`src/common/flash_cmd_map.svh`:
```
// Purpose: Offsets, codes, field positions and reset values for the
//          flash special command engine.
// Assumes: Included by its bare name; definitions only.
// Notes:   Security encodings are held here so that software models agree.
//
// Overview of operation
// - One-time program: code 0x43, record index byte 1, data bytes 4-7.
// - One-time program checks record erased, writes, then reads back.
// - Record not all ones gives access error and no programming.
// - Record index above 0x0F gives access error.
// - Reads of the record's flash block are invalid while programming.
// - Any post-operation verify failure sets the verify-fail flag.
// - Completion flag sets when any command ends, error or not.
// - Command not allowed in current mode and security gives access error.
// - Code 0x44 erases whole array then verifies it erased.
// - Code 0x44 aborts with protection violation if anything protected.
// - Clean whole erase makes security unsecure; config field ends erased.
// - External erase ignores protection; on pass unsecures and programs byte.
// - Erase-all-request flag holds during external erase, clears at end.
// - Key verify 0x45 compares bytes 4-0xB, reversed within each group.
// - Key verify with backdoor disabled gives access error, no compare.
// - Key match unsecures; mismatch locks later key verifies out.
// - All-zero or all-one supplied key gives access error.
// - Code 0x49 erases, verifies, unsecures, programs security byte.
// - Completion flag held clear in reset; running command is aborted.
// - Security register loads from stored security byte after reset.
`ifndef FLASH_CMD_MAP_SVH
`define FLASH_CMD_MAP_SVH

`define CODE_PROG_ONCE  8'h43
`define CODE_ERASE_ALL  8'h44
`define CODE_KEY_VERIFY 8'h45
`define CODE_ERASE_UNS  8'h49
`define MAX_RECORD      8'h0F

`define COB_CODE        0
`define COB_INDEX       1
`define COB_DATA0       4
`define COB_KEY0        4
`define COB_COUNT       12

`define SEC_LSB         0
`define BACKDOOR_KEY_ENABLE_LSB       6
`define SEC_UNSECURE    2'h2
`define BACKDOOR_KEY_ENABLE_ENABLED   2'h2
`define SEC_BYTE_UNSEC  8'hFE
`define SEC_RESET       2'h3
`define ERASED_WORD     32'hFFFFFFFF

`endif

```
`src/common/flash_cmd_pkg.sv`:
```
// Purpose: Types for the flash special command engine.
// Assumes: Used by scoped name only.
// Notes:   One-hot state codes are written out.
`default_nettype none
package flash_cmd_pkg;

  typedef enum logic [9:0] {
    ST_RESET    = 10'h001,
    ST_IDLE     = 10'h002,
    ST_RD_REC   = 10'h004,
    ST_PROG     = 10'h008,
    ST_PROG_VFY = 10'h010,
    ST_ERASE    = 10'h020,
    ST_ERS_VFY  = 10'h040,
    ST_PROG_SEC = 10'h080,
    ST_WAIT     = 10'h100,
    ST_DONE     = 10'h200
  } engine_state_t;

  typedef enum logic [2:0] {
    OP_NONE      = 3'h0,
    OP_READ_REC  = 3'h1,
    OP_PROG_REC  = 3'h2,
    OP_ERASE_ALL = 3'h3,
    OP_VFY_ALL   = 3'h4,
    OP_PROG_SEC  = 3'h5
  } array_op_t;

endpackage
`default_nettype wire

```
`src/logic/flash_special_command_engine.sv`:
```
// Purpose: Sequencer for one-time program, whole erase, key verify and
//          erase-unsecure flash commands.
// Assumes: Array controller runs on mclk and pulses array_done.
// Notes:   Launch is a one-cycle command_complete_flag_clear pulse while the flag is set.
`timescale 1ns/1ps
`default_nettype none
`include "flash_cmd_map.svh"
module flash_special_command_engine #(
  parameter int COB_BYTES = `COB_COUNT
) (
  input  wire logic        mclk,
  input  wire logic        rst_n,
  input  wire logic        ce,
  input  wire logic        cob_write,
  input  wire logic [3:0]  cob_index,
  input  wire logic [7:0]  cob_wdata,
  input  wire logic        command_complete_flag_clear,
  input  wire logic        access_error_flag_clear,
  input  wire logic        protection_violation_flag_clear,
  input  wire logic        nvm_special_mode,
  input  wire logic        any_region_protected,
  input  wire logic [7:0]  stored_security_byte,
  input  wire logic [63:0] stored_backdoor_key,
  input  wire logic        ext_erase_pin,
  input  wire logic        array_done,
  input  wire logic        array_fail,
  input  wire logic [31:0] array_rdata,
  output logic             command_complete_flag,
  output logic             access_error_flag,
  output logic             protection_violation_flag,
  output logic             verify_fail_flag,
  output logic             erase_all_request_flag,
  output logic [1:0]       security_state_field,
  output logic             backdoor_key_enable,
  output logic             read_invalid,
  output logic             array_start,
  output flash_cmd_pkg::array_op_t array_op,
  output logic [3:0]       array_record,
  output logic [31:0]      array_wdata,
  output logic [7:0]       command_code_byte
);

  initial begin
    if (COB_BYTES < `COB_COUNT) begin
      $error("COB_BYTES too small for key verify");
    end
  end

  flash_cmd_pkg::engine_state_t state;
  flash_cmd_pkg::engine_state_t next_state;
  flash_cmd_pkg::engine_state_t after_wait;
  flash_cmd_pkg::engine_state_t next_after_wait;
  flash_cmd_pkg::array_op_t     next_array_op;
  logic [7:0] command_object_bytes [COB_BYTES];
  logic [7:0] next_cob [COB_BYTES];
  logic       next_command_complete_flag;
  logic       next_access_error_flag;
  logic       next_protection_violation_flag;
  logic       next_mgstat;
  logic       next_erase_all_request_flag;
  logic [1:0] next_sec;
  logic       key_lockout;
  logic       next_lockout;
  logic       ext_run;
  logic       next_ext_run;
  logic       next_start;
  logic       next_rd_inv;
  logic       ext_meta;
  logic       ext_sync;
  logic       ext_prev;
  logic [63:0] supplied_key;
  logic        launch;
  logic        ext_launch;
  logic        sec_secure;
  logic        key_match;

  // Key bytes map to config offsets reversed within each 4-byte group
  function automatic logic [63:0] gather_key(
    input logic [7:0] b4, input logic [7:0] b5,
    input logic [7:0] b6, input logic [7:0] b7,
    input logic [7:0] b8, input logic [7:0] b9,
    input logic [7:0] ba, input logic [7:0] bb);
    gather_key = {b8, b9, ba, bb, b4, b5, b6, b7};
  endfunction

  function automatic logic code_allowed(input logic [7:0] code,
                                        input logic special,
                                        input logic secure);
    logic known;
    known = (code == `CODE_PROG_ONCE) || (code == `CODE_ERASE_ALL) ||
            (code == `CODE_KEY_VERIFY) || (code == `CODE_ERASE_UNS);
    if (special && secure) begin
      code_allowed = (code == `CODE_ERASE_ALL) ||
                     (code == `CODE_ERASE_UNS);
    end else begin
      code_allowed = known;
    end
  endfunction

  assign command_code_byte = command_object_bytes[`COB_CODE];
  assign array_record = command_object_bytes[`COB_INDEX][3:0];
  assign array_wdata  = {command_object_bytes[`COB_DATA0 + 3],
                         command_object_bytes[`COB_DATA0 + 2],
                         command_object_bytes[`COB_DATA0 + 1],
                         command_object_bytes[`COB_DATA0]};
  assign supplied_key = gather_key(
    command_object_bytes[`COB_KEY0],     command_object_bytes[`COB_KEY0 + 1],
    command_object_bytes[`COB_KEY0 + 2], command_object_bytes[`COB_KEY0 + 3],
    command_object_bytes[`COB_KEY0 + 4], command_object_bytes[`COB_KEY0 + 5],
    command_object_bytes[`COB_KEY0 + 6], command_object_bytes[`COB_KEY0 + 7]);
  assign key_match  = (supplied_key == stored_backdoor_key);
  assign sec_secure = (security_state_field != `SEC_UNSECURE);
  assign launch = command_complete_flag_clear && command_complete_flag &&
                  (state == flash_cmd_pkg::ST_IDLE);
  // Rising pin edge only accepted while the engine is quiet
  assign ext_launch = ext_sync && !ext_prev && command_complete_flag &&
                      (state == flash_cmd_pkg::ST_IDLE) && !launch &&
                      !access_error_flag && !protection_violation_flag &&
                      (command_code_byte != `CODE_ERASE_ALL);

  always_comb begin
    next_state      = state;
    next_after_wait = after_wait;
    next_array_op   = array_op;
    next_command_complete_flag       = command_complete_flag;
    next_access_error_flag     = access_error_flag && !access_error_flag_clear;
    next_protection_violation_flag     = protection_violation_flag && !protection_violation_flag_clear;
    next_mgstat     = verify_fail_flag;
    next_erase_all_request_flag    = erase_all_request_flag;
    next_sec        = security_state_field;
    next_lockout    = key_lockout;
    next_ext_run    = ext_run;
    next_start      = 1'b0;
    next_rd_inv     = read_invalid;
    for (int i = 0; i < COB_BYTES; i++) begin
      next_cob[i] = command_object_bytes[i];
    end
    // Bytes frozen while a command runs
    if (cob_write && command_complete_flag &&
        (int'(cob_index) < COB_BYTES)) begin
      next_cob[cob_index] = cob_wdata;
    end
    unique case (state)
      flash_cmd_pkg::ST_RESET: begin
        next_sec  = stored_security_byte[`SEC_LSB +: 2];
        next_command_complete_flag = 1'b1;
        next_state = flash_cmd_pkg::ST_IDLE;
      end
      flash_cmd_pkg::ST_IDLE: begin
        if (launch) begin
          next_command_complete_flag   = 1'b0;
          next_mgstat = 1'b0;
          next_state  = flash_cmd_pkg::ST_DONE;
          if (!code_allowed(command_code_byte, nvm_special_mode,
                            sec_secure)) begin
            next_access_error_flag = 1'b1;
          end else if (command_code_byte == `CODE_PROG_ONCE) begin
            if (command_object_bytes[`COB_INDEX] > `MAX_RECORD) begin
              next_access_error_flag = 1'b1;
            end else begin
              next_rd_inv   = 1'b1;
              next_array_op = flash_cmd_pkg::OP_READ_REC;
              next_start    = 1'b1;
              next_after_wait = flash_cmd_pkg::ST_RD_REC;
              next_state    = flash_cmd_pkg::ST_WAIT;
            end
          end else if (command_code_byte == `CODE_KEY_VERIFY) begin
            if (!backdoor_key_enable || key_lockout) begin
              next_access_error_flag = 1'b1;
            end else if ((supplied_key == 64'h0) ||
                         (supplied_key == {64{1'b1}})) begin
              next_access_error_flag = 1'b1;
            end else if (key_match) begin
              next_sec = `SEC_UNSECURE;
            end else begin
              next_access_error_flag  = 1'b1;
              next_lockout = 1'b1;
            end
          end else if ((command_code_byte == `CODE_ERASE_ALL) &&
                       any_region_protected) begin
            next_protection_violation_flag = 1'b1;
          end else begin
            next_array_op = flash_cmd_pkg::OP_ERASE_ALL;
            next_start    = 1'b1;
            next_after_wait = flash_cmd_pkg::ST_ERASE;
            next_state    = flash_cmd_pkg::ST_WAIT;
          end
        end else if (ext_launch) begin
          // Protection is not consulted on this path
          next_command_complete_flag     = 1'b0;
          next_mgstat   = 1'b0;
          next_erase_all_request_flag  = 1'b1;
          next_ext_run  = 1'b1;
          next_array_op = flash_cmd_pkg::OP_ERASE_ALL;
          next_start    = 1'b1;
          next_after_wait = flash_cmd_pkg::ST_ERASE;
          next_state    = flash_cmd_pkg::ST_WAIT;
        end
      end
      flash_cmd_pkg::ST_WAIT: begin
        if (array_done) begin
          next_state = after_wait;
        end
      end
      flash_cmd_pkg::ST_RD_REC: begin
        if (array_rdata != `ERASED_WORD) begin
          next_access_error_flag = 1'b1;
          next_state  = flash_cmd_pkg::ST_DONE;
        end else begin
          next_array_op = flash_cmd_pkg::OP_PROG_REC;
          next_start    = 1'b1;
          next_after_wait = flash_cmd_pkg::ST_PROG;
          next_state    = flash_cmd_pkg::ST_WAIT;
        end
      end
      flash_cmd_pkg::ST_PROG: begin
        next_array_op = flash_cmd_pkg::OP_READ_REC;
        next_start    = 1'b1;
        next_after_wait = flash_cmd_pkg::ST_PROG_VFY;
        next_state    = flash_cmd_pkg::ST_WAIT;
      end
      flash_cmd_pkg::ST_PROG_VFY: begin
        if (array_fail || (array_rdata != array_wdata)) begin
          next_mgstat = 1'b1;
        end
        next_state = flash_cmd_pkg::ST_DONE;
      end
      flash_cmd_pkg::ST_ERASE: begin
        next_array_op = flash_cmd_pkg::OP_VFY_ALL;
        next_start    = 1'b1;
        next_after_wait = flash_cmd_pkg::ST_ERS_VFY;
        next_state    = flash_cmd_pkg::ST_WAIT;
      end
      flash_cmd_pkg::ST_ERS_VFY: begin
        next_state = flash_cmd_pkg::ST_DONE;
        if (array_fail) begin
          next_mgstat = 1'b1;
        end else begin
          next_sec = `SEC_UNSECURE;
          if (ext_run || (command_code_byte == `CODE_ERASE_UNS)) begin
            next_array_op = flash_cmd_pkg::OP_PROG_SEC;
            next_start    = 1'b1;
            next_after_wait = flash_cmd_pkg::ST_PROG_SEC;
            next_state    = flash_cmd_pkg::ST_WAIT;
          end
        end
      end
      flash_cmd_pkg::ST_PROG_SEC: begin
        if (array_fail) begin
          next_mgstat = 1'b1;
        end
        next_state = flash_cmd_pkg::ST_DONE;
      end
      flash_cmd_pkg::ST_DONE: begin
        next_command_complete_flag     = 1'b1;
        next_erase_all_request_flag  = 1'b0;
        next_ext_run  = 1'b0;
        next_rd_inv   = 1'b0;
        next_array_op = flash_cmd_pkg::OP_NONE;
        next_state    = flash_cmd_pkg::ST_IDLE;
      end
      default: begin
        next_state = flash_cmd_pkg::ST_RESET;
      end
    endcase
  end

  // Pin passes two flops; edge detect compares the second with a third flop, ext_prev
  always_ff @(posedge mclk or negedge rst_n) begin
    if (!rst_n) begin
      ext_meta <= 1'b0;
      ext_sync <= 1'b0;
      ext_prev <= 1'b0;
    end else if (ce) begin
      ext_meta <= ext_erase_pin;
      ext_sync <= ext_meta;
      ext_prev <= ext_sync;
    end
  end

  // Reset aborts any command and holds completion clear
  always_ff @(posedge mclk or negedge rst_n) begin
    if (!rst_n) begin
      state                     <= flash_cmd_pkg::ST_RESET;
      after_wait                <= flash_cmd_pkg::ST_DONE;
      array_op                  <= flash_cmd_pkg::OP_NONE;
      command_complete_flag     <= 1'b0;
      access_error_flag         <= 1'b0;
      protection_violation_flag <= 1'b0;
      verify_fail_flag          <= 1'b0;
      erase_all_request_flag    <= 1'b0;
      security_state_field      <= `SEC_RESET;
      key_lockout               <= 1'b0;
      ext_run                   <= 1'b0;
      array_start               <= 1'b0;
      read_invalid              <= 1'b0;
      for (int i = 0; i < COB_BYTES; i++) begin
        command_object_bytes[i] <= 8'h00;
      end
    end else if (ce) begin
      state                     <= next_state;
      after_wait                <= next_after_wait;
      array_op                  <= next_array_op;
      command_complete_flag     <= next_command_complete_flag;
      access_error_flag         <= next_access_error_flag;
      protection_violation_flag <= next_protection_violation_flag;
      verify_fail_flag          <= next_mgstat;
      erase_all_request_flag    <= next_erase_all_request_flag;
      security_state_field      <= next_sec;
      key_lockout               <= next_lockout;
      ext_run                   <= next_ext_run;
      array_start               <= next_start;
      read_invalid              <= next_rd_inv;
      for (int i = 0; i < COB_BYTES; i++) begin
        command_object_bytes[i] <= next_cob[i];
      end
    end
  end

  // Enable field comes from the stored byte, not the live security state
  logic backdoor_key_enable_reg;
  always_ff @(posedge mclk or negedge rst_n) begin
    if (!rst_n) begin
      backdoor_key_enable_reg <= 1'b0;
    end else if (ce && (state == flash_cmd_pkg::ST_RESET)) begin
      backdoor_key_enable_reg <= (stored_security_byte[`BACKDOOR_KEY_ENABLE_LSB +: 2] ==
                    `BACKDOOR_KEY_ENABLE_ENABLED);
    end
  end
  assign backdoor_key_enable = backdoor_key_enable_reg;

endmodule
`default_nettype wire

```
`config.mk`:
```
export PLATFORM = sky130hd
export DESIGN_NAME = flash_special_command_engine
export DESIGN_NICKNAME = d
export VERILOG_FILES = /design/src/common/flash_cmd_pkg.sv /design/src/logic/flash_special_command_engine.sv
export VERILOG_INCLUDE_DIRS = /design/src /design/src/common
export SDC_FILE = /design/constraint.sdc
export NUM_CORES = 1
export LEC_CHECK = 0
export BUFFER_PORTS_ARGS = -buffer_cell sky130_fd_sc_hd__buf_2
export CORE_MARGIN = 4
export CORE_UTILIZATION = 31
export CTS_CLUSTER_SIZE = 20
export DETAILED_ROUTE_END_ITERATION = 8
export HOLD_SLACK_MARGIN = 0.06
export PLACE_DENSITY = 0.48
export SKIP_LAST_GASP = 1
export SLEW_MARGIN = 5
export SYNTH_ARGS = -nofsm -noshare
export SYNTH_HDL_FRONTEND = slang
export SYNTH_SLANG_ARGS = --single-unit
```
`constraint.sdc`:
```
create_clock -name mclk -period 2.9 [get_ports mclk]
set_input_delay 0 -clock mclk [delete_from_list [all_inputs] [get_ports mclk]]
set_output_delay 0 -clock mclk [all_outputs]
set_load 0.005 [all_outputs]
```
[Word level (Yosys, flattened, before mapping)]
Index checks and enable logic that the tools add are counted.
Cells by class
  multiplexer cells: 90
  bitwise logic cells: 5
  reduce and logical (&&, ||, !) cells: 53
  eq/ne operators: 43
  $lt $le $gt $ge: 4
Operators by type and width (number)
  2-to-1 mux 10 bit: 21
  bitwise mux 96 bit: 1
  case mux 10 bit (7 select lines): 1
  equality test 64 bit: 1
  equality test 64 bit (second input constant): 1
  logical NOT 64 bit: 1
  case mux 10 bit (5 select lines): 1
  2-to-1 mux 1 bit: 38
  demux 8 bit (select 4 bit): 1
  equality test 8 x 7 -> 1 bit (second input constant): 4
  inequality test 32 bit: 1
  inequality test 32 bit (second input constant): 1
  2-to-1 mux 3 bit: 10
  AND reduction 10 bit: 3
  inequality test 2 bit (second input constant): 14
  case mux 3 bit (6 select lines): 1
  logical AND 1 bit: 17
  2-to-1 mux 2 bit: 8
  inequality test 4 bit (second input constant): 3
  equality test 10 x 1 -> 1 bit (second input constant): 1
  equality test 10 bit (second input constant): 1
  equality test 10 x 2 -> 1 bit (second input constant): 1
  equality test 10 x 3 -> 1 bit (second input constant): 1
  equality test 10 x 4 -> 1 bit (second input constant): 1
  other kinds (34): 62
Storage, ports and cells
  output and inout port bits: 57
  flip-flop bits (word level): 133

[Logic depth before layout (Yosys ltp)]
  depth in word-level cells: 11
  gate-level depth with buffers: 9
  mapped depth without buffers: 7

[Worst setup path after synthesis]
Ideal clock, no wire load.
  path type: register to register
  start: register state[3]
  end: register after_wait[3]
  setup slack: 0.547 ns
  path buffers: 1
  cell stages (with the launch flop): 9
  arrival time: 2.228 ns
  data required time: 2.775 ns
  cell sequence: dfrtp_1 -> buf_4 -> nor4_4 -> nand2_2 -> or2_2 -> o311a_1 -> o21a_1 -> a21oi_4 -> mux2_4
Between the ends
  word-level cells in the longest chain between the ends: 9
Ends and longest elaborated chain
  start, declared: line flash_special_command_engine.sv:49  | flash_cmd_pkg::engine_state_t state;
  start signal, assigned: line flash_special_command_engine.sv:284  | state <= flash_cmd_pkg::ST_RESET;
  start signal, assigned: line flash_special_command_engine.sv:301  | state <= next_state;
  equality test 10 x 2 -> 1 bit: line flash_special_command_engine.sv:114, flash_special_command_engine.sv:117, flash_special_command_engine.sv:143
  logical AND 1 bit: line flash_special_command_engine.sv:113  | assign launch = command_complete_flag_clear && command_complete_flag &&
  logical NOT 1 bit: line flash_special_command_engine.sv:117  | (state == flash_cmd_pkg::ST_IDLE) && !launch &&
  logical AND 1 bit (2 in a row): line flash_special_command_engine.sv:117
  logical AND 1 bit: line flash_special_command_engine.sv:118  | !access_error_flag && !protection_violation_flag &&
  logical AND 1 bit: line flash_special_command_engine.sv:116  | assign ext_launch = ext_sync && !ext_prev && command_complete_flag &&
  inequality test 3 bit (no source line)
  AND reduction 10 bit (no source line)
  end signal, assigned: line flash_special_command_engine.sv:285  | after_wait <= flash_cmd_pkg::ST_DONE;
  end signal, assigned: line flash_special_command_engine.sv:302  | after_wait <= next_after_wait;
  end, declared: line flash_special_command_engine.sv:51  | flash_cmd_pkg::engine_state_t after_wait;
Several ways; a longest one is shown, not always the timed one.
A chain may end at the register's enable or synchronous reset.

[Final worst setup path]
  start: register command_object_bytes, in the netlist command_code_byte[5]
  end: register after_wait[3]
Between the ends
  word-level cells in the longest chain between the ends: 9
Ends and longest elaborated chain
  start, declared: line flash_special_command_engine.sv:54  | logic [7:0] command_object_bytes [COB_BYTES];
  start signal, assigned by index: line flash_special_command_engine.sv:315  | command_object_bytes[i] <= next_cob[i];
  equality test 8 x 7 -> 1 bit (no source line)
  logical OR 1 bit (3 in a row): line flash_special_command_engine.sv:90  | known = (code == `CODE_PROG_ONCE) || (code == `CODE_ERASE_ALL) ||
  2-to-1 mux 1 bit: line flash_special_command_engine.sv:92  | if (special && secure) begin
  2-to-1 mux 1 bit: line flash_special_command_engine.sv:150  | if (launch) begin
  2-to-1 mux 1 bit: line flash_special_command_engine.sv:143  | unique case (state)
  inequality test 3 x 2 -> 1 bit (no source line)
  AND reduction 10 bit (no source line)
Several ways; a longest one is shown, not always the timed one. The select of a mux whose other input is x is not followed.

==> flow_summary.yaml <==
logic_synthesis:
  ys_async_sr_fraction_pct: 100
  ys_warn_count: 0
  synth_ff_type: "sky130_fd_sc_hd__dfrtp_1"
  mappedNetlistArea_mm2: 0.00680
  synth-seq-area-share_pct: 42.0
  postSynthCellCount: 632
  yosys.cell_types.count: 64
  avgSynthCellArea_um2: 10.8
  synth.net_count: 760
  synth-seq-cells: 114
  number_of_enable_flip_flop_cells_after_synthesis: 0
drt:
  drt_first_pass_iters: 5
  antenna_left: 0
  wl_per_cell_um: 22.3
  drc: 0
  drt_first_iter_violations: 403
  post_drt_via_cell_ratio: 5.24
  num_vias: 5793
  totalWireLength_mm: 24.6
cts:
  clock_insertion_delay_at_the_later_pin_of_the_skew_report_ns: 0.41
  cts_post_setup_buffers_inserted: 0
  postCtsResizedCells: 0
  cts_made_buffers: 17
  ctsHtreeMaxLevel: 4
  cts_tree: "built"
  root_buffer: "sky130_fd_sc_hd__clkbuf_16"
  clkSlewWorstSetupHoldPaths_ns: 0.05
  cts.sinks: 114
  clockBufferDepth: 2
setup_path:
  delay_contributed_by_the_slowest_stage_of_the_critical_path_ns: 0.68
  cpLargestDelayFamily: "compound AO/OA/AOI/OAI gates"
  endpoint_of_the_worst_register_to_register_path: "after_wait[3]"
  rr_startpoint: "command_code_byte[5]"
  worst_ep_arrival_time_ns: 3.02
  critPathKind: "reg -> reg"
  critical_path.startpoint_type: "flop"
  worst_path_max_delay_cell: "sky130_fd_sc_hd__o311ai_4"
  critical_path.endpoint_type: "flop"
  timing.critical_path.fanout_max: 18
  timing.critical_path.buf_inv: 0
  worst_ep_required_time_ns: 3.19
  worst-r2r-cell-count: 7
  regToRegSetupSlack_ns: 0.18
  crit_chain: "nor4b_2 > nand2_1 > o21a_1 > o311ai_4 > o21bai_2 > a21oi_4 > mux2_4"
placement:
  io_buffers: 180
  dpl.cell_count: 1060
  place.gp.congestion: 0.910
  dp.final_hpwl_mm: 19.3
layout:
  max_flop_register: "command_object_bytes"
  finish.net_count: 945
  syn2layout_area_growth_pct: 26.7
  largest_register_ffs: 36
  post-route-util_pct: 40.5
  final_layout_size_suffix_gt1_share_pct: 42.8
  n_antenna_cell: 0
  final-instance-count-excl-fill: 1105
floorplan:
  chipWidth_um: 156
  floorplan.die_area_mm2: 0.0244
  boundaryPins: 185
  placeableCoreArea_mm2: 0.0213
  initial_core_util_pct: 32.0
  chipHeight_um: 156
  fp-row-count: 53
hold_path:
  whs_endpoint: "array_record[0]"
  hold_path.startpoint: "cob_wdata[0]"
  min-delay-path-class: "in -> reg"
  holdPathStages: 2
grt:
  globalRoute.totalOverflow: 0
  grtUsageTotal_pct: 20.3
  grt_first_pass_wirelength_mm: 37.2
  first_global_vias: 6113
  pin_count_of_the_biggest_net_entering_global_routing: 50
  initial_antenna_violation_count: 0
outcome:
  outcome: "completed"
pwr:
  power_density_mw_per_mm2: 771
  design_power_total_w: 0.00664
  p_leak_nw: 3.87
  peakVddDrop_v: 0.000426
sta:
  period_share_pct: 93.8
  hold_violations: 0
  setup_violations: 0
  worst_clock_skew_ns: 0.00748
  tns_ns: 0
  finalCriticalPeriod_ns: 2.72
  worst-slew-pin-transition_ns: 0.715
  rsz0062_at_grt: "false"
  max_freq_ghz: 0.367
  slew-limit-headroom_pct: 52.4
  timing_max_transition_violations_final: 0
flow_run:
  drv.max_cap_violation_count: 0
## timing repair
action / 4_1_cts / 5_1_grt
endpoints found under the hold margin: 60 / 0
hold buffers: 13 / 0
endpoints found under the setup margin: 0 / 0
## routing by layer
metal  track usage [%]  vias up  share of wire (%)
met5                 0        -                  0
met4              7.56        0                2.5
met2              31.9      212                 47
met3              3.86       42                5.5
met1              27.8     2883                 45
li1                  -     2656                  -
## cells in the final DEF, fill, tap and decap left out, types with 3 or more instances in the layout
cell type | netlist | layout
sky130_fd_sc_hd__nand3_1 | 8 | 8
sky130_fd_sc_hd__nor3_1 | 8 | 8
sky130_fd_sc_hd__xnor2_1 | 79 | 79
sky130_fd_sc_hd__nand4_1 | 51 | 51
sky130_fd_sc_hd__a21oi_1 | 9 | 9
sky130_fd_sc_hd__clkinv_2 | 0 | 5
sky130_fd_sc_hd__xor2_1 | 21 | 21
sky130_fd_sc_hd__o21ai_0 | 20 | 20
sky130_fd_sc_hd__mux2_2 | 85 | 85
sky130_fd_sc_hd__a21o_1 | 4 | 4
sky130_fd_sc_hd__nand2b_1 | 4 | 4
sky130_fd_sc_hd__clkinvlp_4 | 0 | 3
sky130_fd_sc_hd__mux2_4 | 3 | 3
sky130_fd_sc_hd__dlygate4sd3_1 | 0 | 13
sky130_fd_sc_hd__inv_1 | 12 | 12
sky130_fd_sc_hd__nor4_1 | 37 | 37
sky130_fd_sc_hd__nor2_1 | 20 | 20
sky130_fd_sc_hd__clkbuf_16 | 0 | 17
sky130_fd_sc_hd__clkbuf_8 | 0 | 3
sky130_fd_sc_hd__or2_2 | 5 | 5
sky130_fd_sc_hd__dfrtp_1 | 110 | 110
sky130_fd_sc_hd__nand2_1 | 30 | 30
sky130_fd_sc_hd__buf_4 | 45 | 35
sky130_fd_sc_hd__dfstp_2 | 4 | 4
sky130_fd_sc_hd__nor2b_1 | 4 | 4
sky130_fd_sc_hd__buf_2 | 4 | 179
sky130_fd_sc_hd__or4_1 | 4 | 4
## metrics by stage
stage / hold slack, ns / cell area [um2] / worst slack, ns
2_1_floorplan: -0.296 / 6800 / 0.547
3_3_place_gp: 0.0698 / 7900 / 0.238
3_5_place_dp: 0.0836 / 7900 / 0.201
4_1_cts: 0.0633 / 8620 / 0.188
5_1_grt: 0.0710 / 8620 / 0.000686
6_report: 0.0759 / 8620 / 0.179
## layout make-up
type / count / area (um2)
Tap cell: 275 / 344
Clock buffer: 22 / 474
Timing Repair Buffer: 228 / 1310
Fill cell: 2100 / 12700
Sequential cell: 114 / 2860
Multi-Input combinational cell: 444 / 3480
Inverter: 12 / 45.0
Clock inverter: 10 / 108
## cell usage after synthesis (5+ instances only)
library cell | count | area share (%)
sky130_fd_sc_hd__nand3_1 | 8 | 0.59
sky130_fd_sc_hd__nor2_1 | 20 | 1.1
sky130_fd_sc_hd__or2_2 | 5 | 0.46
sky130_fd_sc_hd__nand4_1 | 51 | 4.7
sky130_fd_sc_hd__a21oi_1 | 9 | 0.66
sky130_fd_sc_hd__xor2_1 | 21 | 2.7
sky130_fd_sc_hd__nor3_1 | 8 | 0.59
sky130_fd_sc_hd__o21ai_0 | 20 | 1.5
sky130_fd_sc_hd__dfrtp_1 | 110 | 40
sky130_fd_sc_hd__xnor2_1 | 79 | 10
sky130_fd_sc_hd__nand2_1 | 30 | 1.7
sky130_fd_sc_hd__mux2_2 | 85 | 14
sky130_fd_sc_hd__buf_1 | 8 | 0.44
sky130_fd_sc_hd__inv_1 | 12 | 0.66
sky130_fd_sc_hd__nor4_1 | 37 | 3.4
sky130_fd_sc_hd__buf_4 | 45 | 5.0
## report_power, final
part / leakage, nW / total [W] / switching, W / internal [W]
logic: 2.11 / 0.00208 / 0.00104 / 0.00104
clock network: 0.282 / 0.00206 / 0.000741 / 0.00132
registers: 1.48 / 0.00249 / 0.000498 / 0.00200
## how the worst max path moves through the flow
stage | endpoint | cells past startpoint | start
2_1_floorplan | after_wait[3] | 8 | state[3]
3_3_place_gp | after_wait[3] | 7 | command_code_byte[5]
3_5_place_dp | after_wait[5] | 7 | command_code_byte[5]
4_1_cts | after_wait[3] | 7 | command_code_byte[5]
5_1_grt | protection_violation_flag | 7 | state[7]
6_report | after_wait[3] | 7 | command_code_byte[5]
## cells by family (layout without fill, tap and decap cells)
| family | Yosys count | count (layout) | synth area share (%) |
|---|---|---|---|
| AOI/OAI and AO/OA | 57 | 57 | 5.89 |
| buffers and inverters | 74 | 272 | 6.86 |
| and+or+nand+nor | 198 | 198 | 17.5 |
| DFF | 114 | 114 | 42.0 |
| muxes | 89 | 89 | 14.9 |
| xor gates and xnor gates | 100 | 100 | 12.9 |
(Power assumes the default switching activity.)
